[src/design/css_cfg.svh]
// Constants of the controller scan sequencer
`ifndef CSS_CFG_SVH
`define CSS_CFG_SVH
`define CSS_NBITS 64
`define CSS_AW 6
`define CSS_NX 16
`define CSS_X_LO 0
`define CSS_XR_LO 16
`define CSS_Y_LO 32
`define CSS_C_LO 48
`define CSS_RUNGS 64
`define CSS_LAST_RUNG 6'h3F
`define CSS_NLOOPS 8
`define CSS_LAST_LOOP 3'h7
`define CSS_SW_PROG 2'h0
`define CSS_SW_TERM 2'h1
`define CSS_SW_RUN 2'h2
`define CSS_SVC_LAST 4'h3
`define CSS_NSR 4
`define CSS_CLK_PERIOD_NS 50
`define CSS_RTC_PERIOD_NS 1000000000
`endif

[src/design/css_pkg.sv]
// Types shared by the scan sequencer modules
`include "css_cfg.svh"
package css_pkg;
	typedef enum logic {md_prog, md_run} css_mode_t;
	typedef enum logic [3:0] {
		st_inputs, st_special, st_service, st_bus_rd, st_bus_wr, st_clock, st_solve, st_loops, st_write
	} css_seg_t;
	typedef enum logic [1:0] {op_end, op_and, op_or, op_andn} css_op_t;
	typedef struct packed {
		css_op_t op;
		logic imm;
		logic [`CSS_AW-1:0] src_a;
		logic [`CSS_AW-1:0] src_b;
		logic [`CSS_AW-1:0] dst;
	} css_rung_t;
	typedef struct packed {
		logic en;
		logic [`CSS_AW-1:0] addr;
		logic val;
	} css_bitwr_t;
endpackage

[src/design/css_scan.sv]
// Scan-cycle sequencer top: modes, image register, forcing and scan segments
// What this block does
// RL1 - In run mode solve ladder each scan, then write outputs.
// RL2 - After solve, run only configured loops, then write outputs.
// RL3 - Non-fatal error is reported; mode stays unchanged.
// RL4 - Fatal error forces program mode and all outputs off.
// RL5 - Program mode runs no program and refreshes no outputs.
// RL6 - Program mode holds outputs off; outputs update only in run.
// RL7 - Inputs are sampled every scan in both modes.
// RL8 - Mode follows switch; in terminal position a programmer commands it.
// RL9 - During run-mode edits outputs hold their last state.
// RL10 - Edit found faulty: outputs off and program mode.
// RL11 - Scan starts by storing input points in the image register.
// RL12 - Immediate reads take module state directly, image untouched.
// RL13 - After local inputs, take specialty and remote input data.
// RL14 - Remote data taken from link master when it offers it during the specialty segment.
// RL15 - After inputs, service peripherals and accept status changes.
// RL16 - Regular force lasts until the bit is next written.
// RL17 - Overridden bit is not changed by input update or solve.
// RL18 - Forcing still changes an overridden bit and it sticks.
// RL19 - Backplane read and write segment, local base modules only.
// RL20 - Clock and special relays refreshed every scan.
// RL21 - Solve rung by rung from first until end coil.
// RL22 - Solve result overwrites a forced output.
// RL23 - Forced output not written by program keeps its force.
// RL24 - Forces applied after input read, before the same scan's solve.
`timescale 1ns/1ps
module css_scan import css_pkg::*; #(
	parameter int RTC_DIV = `CSS_RTC_PERIOD_NS / `CSS_CLK_PERIOD_NS
) (
	input wire logic ref_clk_in,
	input wire logic nrst_in,
	input wire logic [`CSS_NX-1:0] in_points_in,
	input wire logic [1:0] mode_switch_in,
	input wire logic remote_valid_in,
	input wire logic [15:0] remote_data_in,
	input wire logic pm_req_in,
	input wire logic pm_run_in,
	input wire css_bitwr_t force_in,
	input wire css_bitwr_t ovr_in,
	output logic periph_ack_out,
	input wire logic prog_we_in,
	input wire logic [`CSS_AW-1:0] prog_addr_in,
	input wire css_rung_t prog_data_in,
	input wire logic edit_active_in,
	input wire logic edit_err_in,
	input wire logic fatal_err_in,
	input wire logic nonfatal_err_in,
	input wire logic err_clr_in,
	input wire logic bus_local_in,
	output logic bus_req_out,
	output logic bus_we_out,
	input wire logic bus_done_in,
	input wire logic [15:0] bus_rdata_in,
	output logic [15:0] bus_wdata_out,
	input wire logic [`CSS_NLOOPS-1:0] loop_cfg_in,
	output logic loop_req_out,
	output logic [2:0] loop_idx_out,
	input wire logic loop_done_in,
	output logic [15:0] out_points_out,
	output logic run_mode_out,
	output logic err_nonfatal_out,
	output logic err_fatal_out,
	output logic [`CSS_NSR-1:0] special_relay_out,
	output logic [31:0] rtc_out,
	output logic [`CSS_NBITS-1:0] image_out,
	output css_seg_t seg_out
);
	////////////////////////////////////////////////////////////////////////////
	logic [`CSS_NX-1:0] in_sync;
	logic [1:0] sw_sync;
	logic [1:0] sw_prev;
	css_mode_t mode;
	css_mode_t next_mode;
	css_seg_t next_seg;
	logic fault_lock;
	logic next_lock;
	logic fatal_hit;
	logic term_cmd;
	logic want_run;
	logic sw_changed;
	logic first_scan;
	logic [3:0] svc_cnt;
	logic svc_last;
	logic in_run_seg;
	logic abort_run;
	logic solve_start;
	logic solve_done;
	logic [`CSS_AW-1:0] solve_pc;
	css_bitwr_t solve_wr;
	css_rung_t prog_mem [0:`CSS_RUNGS-1];
	logic [`CSS_NBITS-1:0] ovr_bits;
	logic [`CSS_NBITS-1:0] upd_src;
	logic [`CSS_NBITS-1:0] upd_mask;
	logic [`CSS_NBITS-1:0] solve_hot;
	logic [`CSS_NBITS-1:0] force_hot;
	logic [`CSS_NBITS-1:0] ovr_hot;
	logic [`CSS_NBITS-1:0] next_image;
	logic force_take;
	logic ovr_take;
	logic x_take;
	logic xr_take;
	logic c_take;
	logic loop_hit;
	logic loop_adv;
	logic out_off;
	logic out_load;
	logic [31:0] rtc_div;
	logic [31:0] rtc_sec;

	function automatic logic [`CSS_NBITS-1:0] bit_hot(input logic en, input logic [`CSS_AW-1:0] a);
		bit_hot = en ? (64'h0000000000000001 << a) : 64'h0000000000000000;
	endfunction

	css_sync3 #(.W(`CSS_NX)) u_in_sync (
		.ref_clk_in(ref_clk_in),
		.nrst_in(nrst_in),
		.async_in(in_points_in),
		.sync_out(in_sync)
	);

	css_sync3 #(.W(2)) u_sw_sync (
		.ref_clk_in(ref_clk_in),
		.nrst_in(nrst_in),
		.async_in(mode_switch_in),
		.sync_out(sw_sync)
	);

	css_solve u_solve (
		.ref_clk_in(ref_clk_in),
		.nrst_in(nrst_in),
		.start_in(solve_start),
		.abort_in(abort_run),
		.image_in(image_out),
		.raw_in(in_sync),
		.rung_in(prog_mem[solve_pc]),
		.pc_out(solve_pc),
		.wr_out(solve_wr),
		.done_out(solve_done)
	);

	////////////////////////////////////////////////////////////////////////////
	// Mode selection
	assign fatal_hit = fatal_err_in | edit_err_in;
	assign sw_changed = (sw_sync != sw_prev);
	// RL8 - terminal position commands
	assign term_cmd = (sw_sync == `CSS_SW_TERM) && pm_req_in;
	assign want_run = (sw_sync == `CSS_SW_RUN) ? 1'h1 :
		(sw_sync == `CSS_SW_TERM) ? (term_cmd ? pm_run_in : (mode == md_run)) : 1'h0;
	// RL4 - fatal locks out run
	assign next_lock = fatal_hit | (fault_lock & ~(sw_changed | (term_cmd & pm_run_in)));
	// RL10 - edit fault forces program
	assign next_mode = (want_run && !next_lock) ? md_run : md_prog;
	assign run_mode_out = (mode == md_run);

	always_ff @(posedge ref_clk_in) begin
		if (!nrst_in) begin
			mode <= md_prog;
			fault_lock <= 1'h0;
			sw_prev <= `CSS_SW_PROG;
		end else begin
			mode <= next_mode;
			fault_lock <= next_lock;
			sw_prev <= sw_sync;
		end
	end

	// RL3 - sticky error report
	always_ff @(posedge ref_clk_in) begin
		if (!nrst_in) begin
			err_nonfatal_out <= 1'h0;
			err_fatal_out <= 1'h0;
		end else begin
			err_nonfatal_out <= nonfatal_err_in | (err_nonfatal_out & ~err_clr_in);
			err_fatal_out <= fatal_hit | (err_fatal_out & ~err_clr_in);
		end
	end

	////////////////////////////////////////////////////////////////////////////
	// Scan segment sequencing
	assign svc_last = (svc_cnt == `CSS_SVC_LAST);
	assign in_run_seg = (seg_out == st_solve) || (seg_out == st_loops) || (seg_out == st_write);
	assign abort_run = in_run_seg && (next_mode == md_prog);
	// RL5 - solve only in run
	assign solve_start = (seg_out == st_clock) && (mode == md_run) && (next_mode == md_run);
	assign loop_hit = loop_cfg_in[loop_idx_out];
	assign loop_adv = (seg_out == st_loops) && (!loop_hit || loop_done_in);
	// RL2 - configured loops only
	assign loop_req_out = (seg_out == st_loops) && loop_hit;
	// RL19 - local base bus transfers
	assign bus_req_out = ((seg_out == st_bus_rd) || (seg_out == st_bus_wr)) && bus_local_in;
	assign bus_we_out = (seg_out == st_bus_wr);
	// RL15 - peripheral service window
	assign periph_ack_out = (seg_out == st_service);

	always_comb begin
		next_seg = seg_out;
		case (seg_out)
			// RL7 - inputs read every scan
			st_inputs: next_seg = st_special;
			// RL13 - specialty after local inputs
			st_special: next_seg = st_service;
			st_service: if (svc_last) next_seg = bus_local_in ? st_bus_rd : st_clock;
			st_bus_rd: if (!bus_local_in) next_seg = st_clock; else if (bus_done_in) next_seg = st_bus_wr;
			st_bus_wr: if (!bus_local_in || bus_done_in) next_seg = st_clock;
			st_clock: next_seg = solve_start ? st_solve : st_inputs;
			st_solve: if (solve_done) next_seg = st_loops;
			// RL2 - loops before output write
			st_loops: if (loop_adv && loop_idx_out == `CSS_LAST_LOOP) next_seg = st_write;
			st_write: next_seg = st_inputs;
			default: next_seg = st_inputs;
		endcase
		if (abort_run) begin
			next_seg = st_inputs;
		end
	end

	always_ff @(posedge ref_clk_in) begin
		if (!nrst_in) begin
			seg_out <= st_inputs;
			svc_cnt <= 4'h0;
			loop_idx_out <= 3'h0;
		end else begin
			seg_out <= next_seg;
			svc_cnt <= (seg_out == st_service) ? svc_cnt + 4'h1 : 4'h0;
			loop_idx_out <= (seg_out != st_loops) ? 3'h0 : (loop_adv ? loop_idx_out + 3'h1 : loop_idx_out);
		end
	end

	////////////////////////////////////////////////////////////////////////////
	// Program store, written by the programming device
	always_ff @(posedge ref_clk_in) begin
		if (prog_we_in) begin
			prog_mem[prog_addr_in] <= prog_data_in;
		end
	end

	////////////////////////////////////////////////////////////////////////////
	// Image register
	// RL11 - local input capture
	assign x_take = (seg_out == st_inputs);
	// RL14 - remote data when offered
	assign xr_take = (seg_out == st_special) && remote_valid_in;
	assign c_take = (seg_out == st_bus_rd) && bus_local_in && bus_done_in;
	assign upd_src = {bus_rdata_in, 16'h0000, remote_data_in, in_sync};
	// RL17 - override blocks updates
	assign upd_mask = {{16{c_take}}, 16'h0000, {16{xr_take}}, {16{x_take}}} & ~ovr_bits;
	// RL22 - solve overwrites force
	assign solve_hot = bit_hot(solve_wr.en, solve_wr.addr) & ~ovr_bits;
	// RL24 - forces taken before solve
	assign force_take = periph_ack_out && force_in.en;
	assign ovr_take = periph_ack_out && ovr_in.en;
	// RL18 - force ignores override
	assign force_hot = bit_hot(force_take, force_in.addr);
	assign ovr_hot = bit_hot(ovr_take, ovr_in.addr);
	// RL16 - force kept until rewritten
	assign next_image = (image_out & ~upd_mask & ~solve_hot & ~force_hot) | (upd_src & upd_mask) |
		({`CSS_NBITS{solve_wr.val}} & solve_hot) | ({`CSS_NBITS{force_in.val}} & force_hot);

	always_ff @(posedge ref_clk_in) begin
		if (!nrst_in) begin
			image_out <= '0;
			ovr_bits <= '0;
		end else begin
			image_out <= next_image;
			ovr_bits <= ovr_in.val ? (ovr_bits | ovr_hot) : (ovr_bits & ~ovr_hot);
		end
	end

	always_ff @(posedge ref_clk_in) begin
		if (!nrst_in) begin
			bus_wdata_out <= 16'h0000;
		end else if (c_take) begin
			bus_wdata_out <= next_image[`CSS_C_LO+15:`CSS_C_LO];
		end
	end

	////////////////////////////////////////////////////////////////////////////
	// Output write
	// RL6 - outputs off outside run
	assign out_off = (mode == md_prog) | fatal_hit;
	// RL9 - hold during edits
	assign out_load = (seg_out == st_write) && !edit_active_in;

	// RL1 - write output image
	always_ff @(posedge ref_clk_in) begin
		if (!nrst_in || out_off) begin
			out_points_out <= 16'h0000;
		end else if (out_load) begin
			// RL23 - unwritten forces pass through
			out_points_out <= image_out[`CSS_Y_LO+15:`CSS_Y_LO];
		end
	end

	////////////////////////////////////////////////////////////////////////////
	// Clock and special relays
	always_ff @(posedge ref_clk_in) begin
		if (!nrst_in) begin
			rtc_div <= 32'h00000000;
			rtc_sec <= 32'h00000000;
		end else if (rtc_div == 32'(RTC_DIV - 1)) begin
			rtc_div <= 32'h00000000;
			rtc_sec <= rtc_sec + 32'h00000001;
		end else begin
			rtc_div <= rtc_div + 32'h00000001;
		end
	end

	// RL20 - refresh clock and relays
	always_ff @(posedge ref_clk_in) begin
		if (!nrst_in) begin
			rtc_out <= 32'h00000000;
			special_relay_out <= '0;
			first_scan <= 1'h0;
		end else begin
			first_scan <= ((mode == md_prog) && (next_mode == md_run)) | (first_scan & (seg_out != st_write));
			if (seg_out == st_clock) begin
				rtc_out <= rtc_sec;
				special_relay_out <= {fault_lock, err_nonfatal_out, mode == md_run, first_scan};
			end
		end
	end

	////////////////////////////////////////////////////////////////////////////
	// Checks
	a_prog_out_off: assert property (@(posedge ref_clk_in) disable iff (!nrst_in) // RL6
		(mode == md_prog) |=> (out_points_out == 16'h0000)) else $error("outputs on in program mode");
	a_fatal_to_prog: assert property (@(posedge ref_clk_in) disable iff (!nrst_in) // RL4
		fatal_err_in |=> (mode == md_prog) && (out_points_out == 16'h0000) && fault_lock)
		else $error("fatal error did not stop run");
	a_edit_err_off: assert property (@(posedge ref_clk_in) disable iff (!nrst_in) // RL10
		edit_err_in |=> (mode == md_prog) && (out_points_out == 16'h0000)) else $error("edit fault ignored");
	a_edit_hold: assert property (@(posedge ref_clk_in) disable iff (!nrst_in) // RL9
		(edit_active_in && mode == md_run && !fatal_hit) |=> $stable(out_points_out))
		else $error("outputs moved during edit");
	a_nonfatal_stay: assert property (@(posedge ref_clk_in) disable iff (!nrst_in) // RL3
		(nonfatal_err_in && next_mode == mode) |=> $stable(mode) && err_nonfatal_out)
		else $error("non-fatal error mishandled");
	a_loops_cfg_only: assert property (@(posedge ref_clk_in) disable iff (!nrst_in) // RL2
		(seg_out == st_loops && !loop_cfg_in[loop_idx_out] && !abort_run) |-> !loop_req_out ##1
		(loop_idx_out == $past(loop_idx_out) + 3'h1)) else $error("unconfigured loop run");
	a_solve_to_loops: assert property (@(posedge ref_clk_in) disable iff (!nrst_in) // RL2
		(seg_out == st_solve && solve_done && !abort_run) |=> (seg_out == st_loops))
		else $error("loops not right after solve");
	a_prog_no_solve: assert property (@(posedge ref_clk_in) disable iff (!nrst_in) // RL5
		(mode == md_prog) |-> !solve_start && (seg_out != st_solve || abort_run)) else $error("solve in program mode");
	a_scan_order: assert property (@(posedge ref_clk_in) disable iff (!nrst_in) // RL13
		(seg_out == st_inputs) |=> (seg_out == st_special) ##1 (seg_out == st_service))
		else $error("scan order broken");
	a_input_sample: assert property (@(posedge ref_clk_in) disable iff (!nrst_in) // RL11
		(seg_out == st_inputs && !ovr_bits[0]) |=> (image_out[0] == $past(in_sync[0])))
		else $error("input not captured");
	a_ovr_hold: assert property (@(posedge ref_clk_in) disable iff (!nrst_in) // RL17
		(seg_out == st_inputs) |=> ((image_out[15:0] ^ $past(image_out[15:0])) & $past(ovr_bits[15:0])) == 16'h0000)
		else $error("override bit changed");
	a_force_take: assert property (@(posedge ref_clk_in) disable iff (!nrst_in) // RL18
		(force_take && force_in.addr == 6'h00) |=> (image_out[0] == $past(force_in.val)))
		else $error("force not applied");
endmodule

[src/design/css_solve.sv]
// Ladder solver, one rung per clock
`timescale 1ns/1ps
module css_solve import css_pkg::*; (
	input wire logic ref_clk_in,
	input wire logic nrst_in,
	input wire logic start_in,
	input wire logic abort_in,
	input wire logic [`CSS_NBITS-1:0] image_in,
	input wire logic [`CSS_NX-1:0] raw_in,
	input wire css_rung_t rung_in,
	output logic [`CSS_AW-1:0] pc_out,
	output css_bitwr_t wr_out,
	output logic done_out
);
	logic busy;
	logic bit_a;
	logic bit_b;
	logic res;
	logic is_end;

	function automatic logic pick(input logic imm, input logic [`CSS_AW-1:0] a,
		input logic [`CSS_NBITS-1:0] img, input logic [`CSS_NX-1:0] raw);
		// RL12 - immediate module read
		pick = (imm && a < `CSS_AW'(`CSS_NX)) ? raw[a[3:0]] : img[a];
	endfunction

	assign bit_a = pick(rung_in.imm, rung_in.src_a, image_in, raw_in);
	assign bit_b = pick(rung_in.imm, rung_in.src_b, image_in, raw_in);
	assign is_end = (rung_in.op == op_end);
	assign res = (rung_in.op == op_and) ? (bit_a & bit_b) :
		(rung_in.op == op_or) ? (bit_a | bit_b) : (bit_a & ~bit_b);
	assign wr_out = {busy & ~is_end, rung_in.dst, res};
	// RL21 - stop at end coil
	assign done_out = busy && (is_end || pc_out == `CSS_LAST_RUNG);

	// RL21 - rungs in order
	always_ff @(posedge ref_clk_in) begin
		if (!nrst_in || abort_in) begin
			busy <= 1'h0;
			pc_out <= '0;
		end else if (start_in) begin
			busy <= 1'h1;
			pc_out <= '0;
		end else if (done_out) begin
			busy <= 1'h0;
		end else if (busy) begin
			pc_out <= pc_out + `CSS_AW'(1);
		end
	end
endmodule

[src/design/css_sync3.sv]
// Three-stage pin synchroniser with agreement filter
`timescale 1ns/1ps
module css_sync3 #(
	parameter int W = 1
) (
	input wire logic ref_clk_in,
	input wire logic nrst_in,
	input wire logic [W-1:0] async_in,
	output logic [W-1:0] sync_out
);
	genvar i;
	generate
		for (i = 0; i < W; i++) begin : g_bit
			logic s1;
			logic s2;
			logic s3;
			always_ff @(posedge ref_clk_in) begin
				if (!nrst_in) begin
					s1 <= 1'h0;
					s2 <= 1'h0;
					s3 <= 1'h0;
					sync_out[i] <= 1'h0;
				end else begin
					s1 <= async_in[i];
					s2 <= s1;
					s3 <= s2;
					if (s2 == s3) begin
						sync_out[i] <= s3;
					end
				end
			end
		end
	endgenerate
endmodule

[config.mk]
export PLATFORM = sky130hd
export DESIGN_NAME = css_scan
export DESIGN_NICKNAME = d
export VERILOG_FILES = /design/src/design/css_pkg.sv /design/src/design/css_scan.sv /design/src/design/css_solve.sv /design/src/design/css_sync3.sv
export VERILOG_INCLUDE_DIRS = /design/src /design/src/design
export SDC_FILE = /design/constraint.sdc
export NUM_CORES = 2
export LEC_CHECK = 0
export ABC_CLOCK_PERIOD_IN_PS = 13950
export CORE_UTILIZATION = 57
export CTS_CLUSTER_DIAMETER = 30
export CTS_CLUSTER_SIZE = 20
export DETAILED_ROUTE_END_ITERATION = 12
export DONT_BUFFER_PORTS = 1
export PLACE_DENSITY = 0.72
export SLEW_MARGIN = 20
export SYNTH_ARGS = -nofsm -noshare
export SYNTH_HDL_FRONTEND = slang
export SYNTH_HIERARCHICAL = 1
export SYNTH_SLANG_ARGS = --single-unit
[constraint.sdc]
create_clock -name ref_clk_in -period 13.95 [get_ports ref_clk_in]
set_input_delay 0.6975 -clock ref_clk_in [delete_from_list [all_inputs] [get_ports ref_clk_in]]
set_output_delay 0.6975 -clock ref_clk_in [all_outputs]
set_load 0.02 [all_outputs]
==> metrics.txt <==
Final Setup Violations=0; outcome=finished clean; top post-synthesis cells by area=edfxtp_1 59%, mux4_2 12%, dfxtp_1 11%, a21oi_1 2.0%, nor2_1 1.6%; # clock sinks=1701; most common cell in the netlist=edfxtp_1; EDFF count, synth=1344; Async S/R FF share, synth=0%; initial drt markers=5743; Max Cap Viol=0; Via density=6.823; Startpoint Class=flop; share of the core filled with cells=68.76%; Slew Viols, Final=0; worst-path maximum fanout=94; drt drc=0; syn_nets=4346; die area=0.1206 mm2; most frequent cells after synthesis=1344 x edfxtp_1, 362 x mux4_2, 357 x dfxtp_1; Yosys top cell by area=edfxtp_1; DRT antenna net count=0; CP endpoint kind=flop; post-route cell area=0.08119 mm2; Setup WS pre-CTS=6.695 ns; slew of the pin with the lowest slew margin=1.160 ns; final net count=4552; Pwr per Cell Area=166.2 mW/mm2; initial antenna violation count=9; total negative slack=0 ns; clk root buf=clkbuf_16; die width=347.3 um; Max Fclk=0.1341 GHz; synthesis-stage register bit count=1701; Rel. slew slack=22.36%; GR Overflow Total=0; CTS clk-pin slew, worst paths=0.05 ns; CTS tree=yes; fraction of layout cells with a size suffix above 1=24.14%; Syn Inst Count=4225; Max clock buf depth=4; Min-Delay Path Class=in2reg; Syn-to-layout area delta=19.44%; worst setup margin=6.493 ns; vias in the first global route=41500; maximum vdd ir drop=141.0 uV; Placed Area=0.06986 mm2; Synth Warn #=6; Tmin final=7.457 ns; total vias in the final route=42320; CP Data Arrival Time=8.27 ns; first-pass GRT wire length=288.6 mm; largest net degree at the start of global routing=185; Worst Skew=0.06275 ns; num ports=261; Main synth FF type=edfxtp_1; crit share post-route=53.46%; PostCTS Resize Cnt=0; drt total wl=200.2 mm; syn_area_per_cell=16.09 um2; worst-skew pair later-pin latency=0.92 ns; Cell Rows=126; # H-tree levels=5; GPL Wtd Cong=0.9799; Mapped Area=0.06798 mm2; Die Ht=347.3 um; Distinct cells, synth=71; drt wl/cell=32.28 um; Leak Pwr=0.02599 uW; register area share after synthesis=69.88%; core box area=0.1181 mm2; number of CTS-inserted buffers=316; Req. time, crit path=14.76 ns; # Post-CTS Setup Buffers=0; IO Port Bufs=0; DPL Wire Length=110.3 mm; Synth top area share=59.37%; total track usage=33.10%; Pre-antenna DRT Iters=7; fill count=7369; Crit Path Category=reg2reg; RSZ-0062 raised after global routing=no; Hold Violations, Final=0; Initial Util=57.57%
[placed cells by master (no fill, tap or decap), types with 34 or more instances in the layout]
| cell | synthesis | layout |
|---|---|---|
| edfxtp_1 | 1344 | 1344 |
| mux4_2 | 362 | 362 |
| dfxtp_1 | 357 | 354 |
| clkbuf_16 | 0 | 326 |
| a21oi_1 | 266 | 266 |
| nor2_1 | 294 | 228 |
| nand2_1 | 202 | 201 |
| o21ai_0 | 163 | 163 |
| a22oi_1 | 134 | 134 |
| buf_4 | 11 | 107 |
| nand3_1 | 81 | 81 |
| and2_1 | 76 | 76 |
| o22ai_1 | 71 | 71 |
| nor2_2 | 0 | 64 |
| nor3_1 | 47 | 45 |
| mux2i_1 | 44 | 44 |
| clkinv_2 | 0 | 38 |
| o21a_1 | 34 | 34 |
| bufinv_16 | 0 | 34 |
[final timing paths]
check | slack (ns) | from | end | depth (start not counted)
hold reg to reg | 0.43 | u_in_sync/g_bit[5].s1$_SDFF_PN0_ | u_in_sync/g_bit[5].s2$_SDFF_PN0_ | 1
hold / removal | 0.04 | prog_addr_in[2] | prog_mem[50][8]$_DFFE_PP_ | 1
setup reg to reg | 6.49 | u_solve/pc_out[0]$_SDFFE_PP0P_ | image_out[8]$_SDFF_PN0_ | 17
setup / recovery | 6.49 | u_solve/pc_out[0]$_SDFFE_PP0P_ | image_out[8]$_SDFF_PN0_ | 17
[power breakdown]
part	switching [uW]	internal [uW]	total, uW
Combinational	271	120	391
Sequential	76.2	5520	5600
Clock	2560	4950	7510
Total	2910	10600	13500
[cell families (layout without fill, tap and decap cells)]
| group | after synthesis | count (layout) | share of synthesized area [%] |
|---|---|---|---|
| other cells | 0 | 2 | 0 |
| buf+inv | 292 | 731 | 1.800 |
| fa+ha+maj | 6 | 6 | 0.1104 |
| flops | 1701 | 1701 | 69.88 |
| simple gates | 933 | 933 | 6.775 |
| xor+xnor | 43 | 43 | 0.5540 |
| mux | 426 | 426 | 13.13 |
| compound gates | 824 | 824 | 7.749 |
[worst max-delay path: stages (launching register included)]
cell and delay (ns):
dfxtp_4 0.62, buf_4 0.63, buf_12 0.59, mux4_2 0.60
a22oi_1 0.48, a21oi_1 0.19, or4_1 0.56, buf_4 0.27
mux4_2 0.33, mux4_2 0.47, or4b_1 0.52, o31ai_1 0.14
o221a_2 0.25, a211o_1 0.55, and2_1 0.41, a22oi_1 0.13
o22a_1 0.23, a21oi_1 0.13
[area by class of cell]
| class | count | area (um2) | area share [%] |
|---|---|---|---|
| multi-input combinational | 2232 | 19500 | 24.02 |
| sequential | 1701 | 47520 | 58.52 |
| tap | 1536 | 1922 | 2.367 |
| timing repair buffer | 159 | 1729 | 2.130 |
| clock inverter | 183 | 2011 | 2.476 |
| inverter | 21 | 78.83 | 0.09709 |
| clock buffer | 368 | 8426 | 10.38 |
| antenna | 2 | 5.005 | 0.006164 |
[per-stage QoR]
step	total power, uW	hold WS, ns	std cells
final	13500	0.04275	6202
after floorplan	5885	0.4119	4225
after global placement	5960	0.4180	5599
after CTS	13500	0.001420	6200
after detailed placement	5967	0.4224	5599
after global routing	13790	0.01645	6200
[state kept, by name, summed over array words and instances (netlist names), 2 cells and up, named ones only]
register	cells
rtc_div	32
sw_prev	2
u_in_sync/g_bit.s2	16
u_sw_sync/g_bit.s2	2
u_in_sync/g_bit.s1	16
u_sw_sync/sync_out	2
rtc_out	32
special_relay_out	4
u_in_sync/g_bit.s3	16
u_sw_sync/g_bit.s1	2
bus_wdata_out	16
u_solve/pc_out	6
u_in_sync/sync_out	16
image_out	64
out_points_out	16
seg_out	4
u_sw_sync/g_bit.s3	2
loop_idx_out	3
prog_mem	1344
rtc_sec	32
svc_cnt	4
[routing by layer]
metal | GRT usage [%] | vias up | wire length [um]
met5 | 0 | - | 72
met4 | 16.34 | 12 | 10360
met2 | 52.44 | 2969 | 95930
met1 | 43.04 | 21340 | 71880
met3 | 8.138 | 615 | 21930
li1 | - | 17390 | -
[timing repair]
action,in CTS,in global routing
hold buffers,50,0
setup endpoints to repair,0,0
endpoints found under the hold margin,1538,0
(Power assumes the default switching activity.)
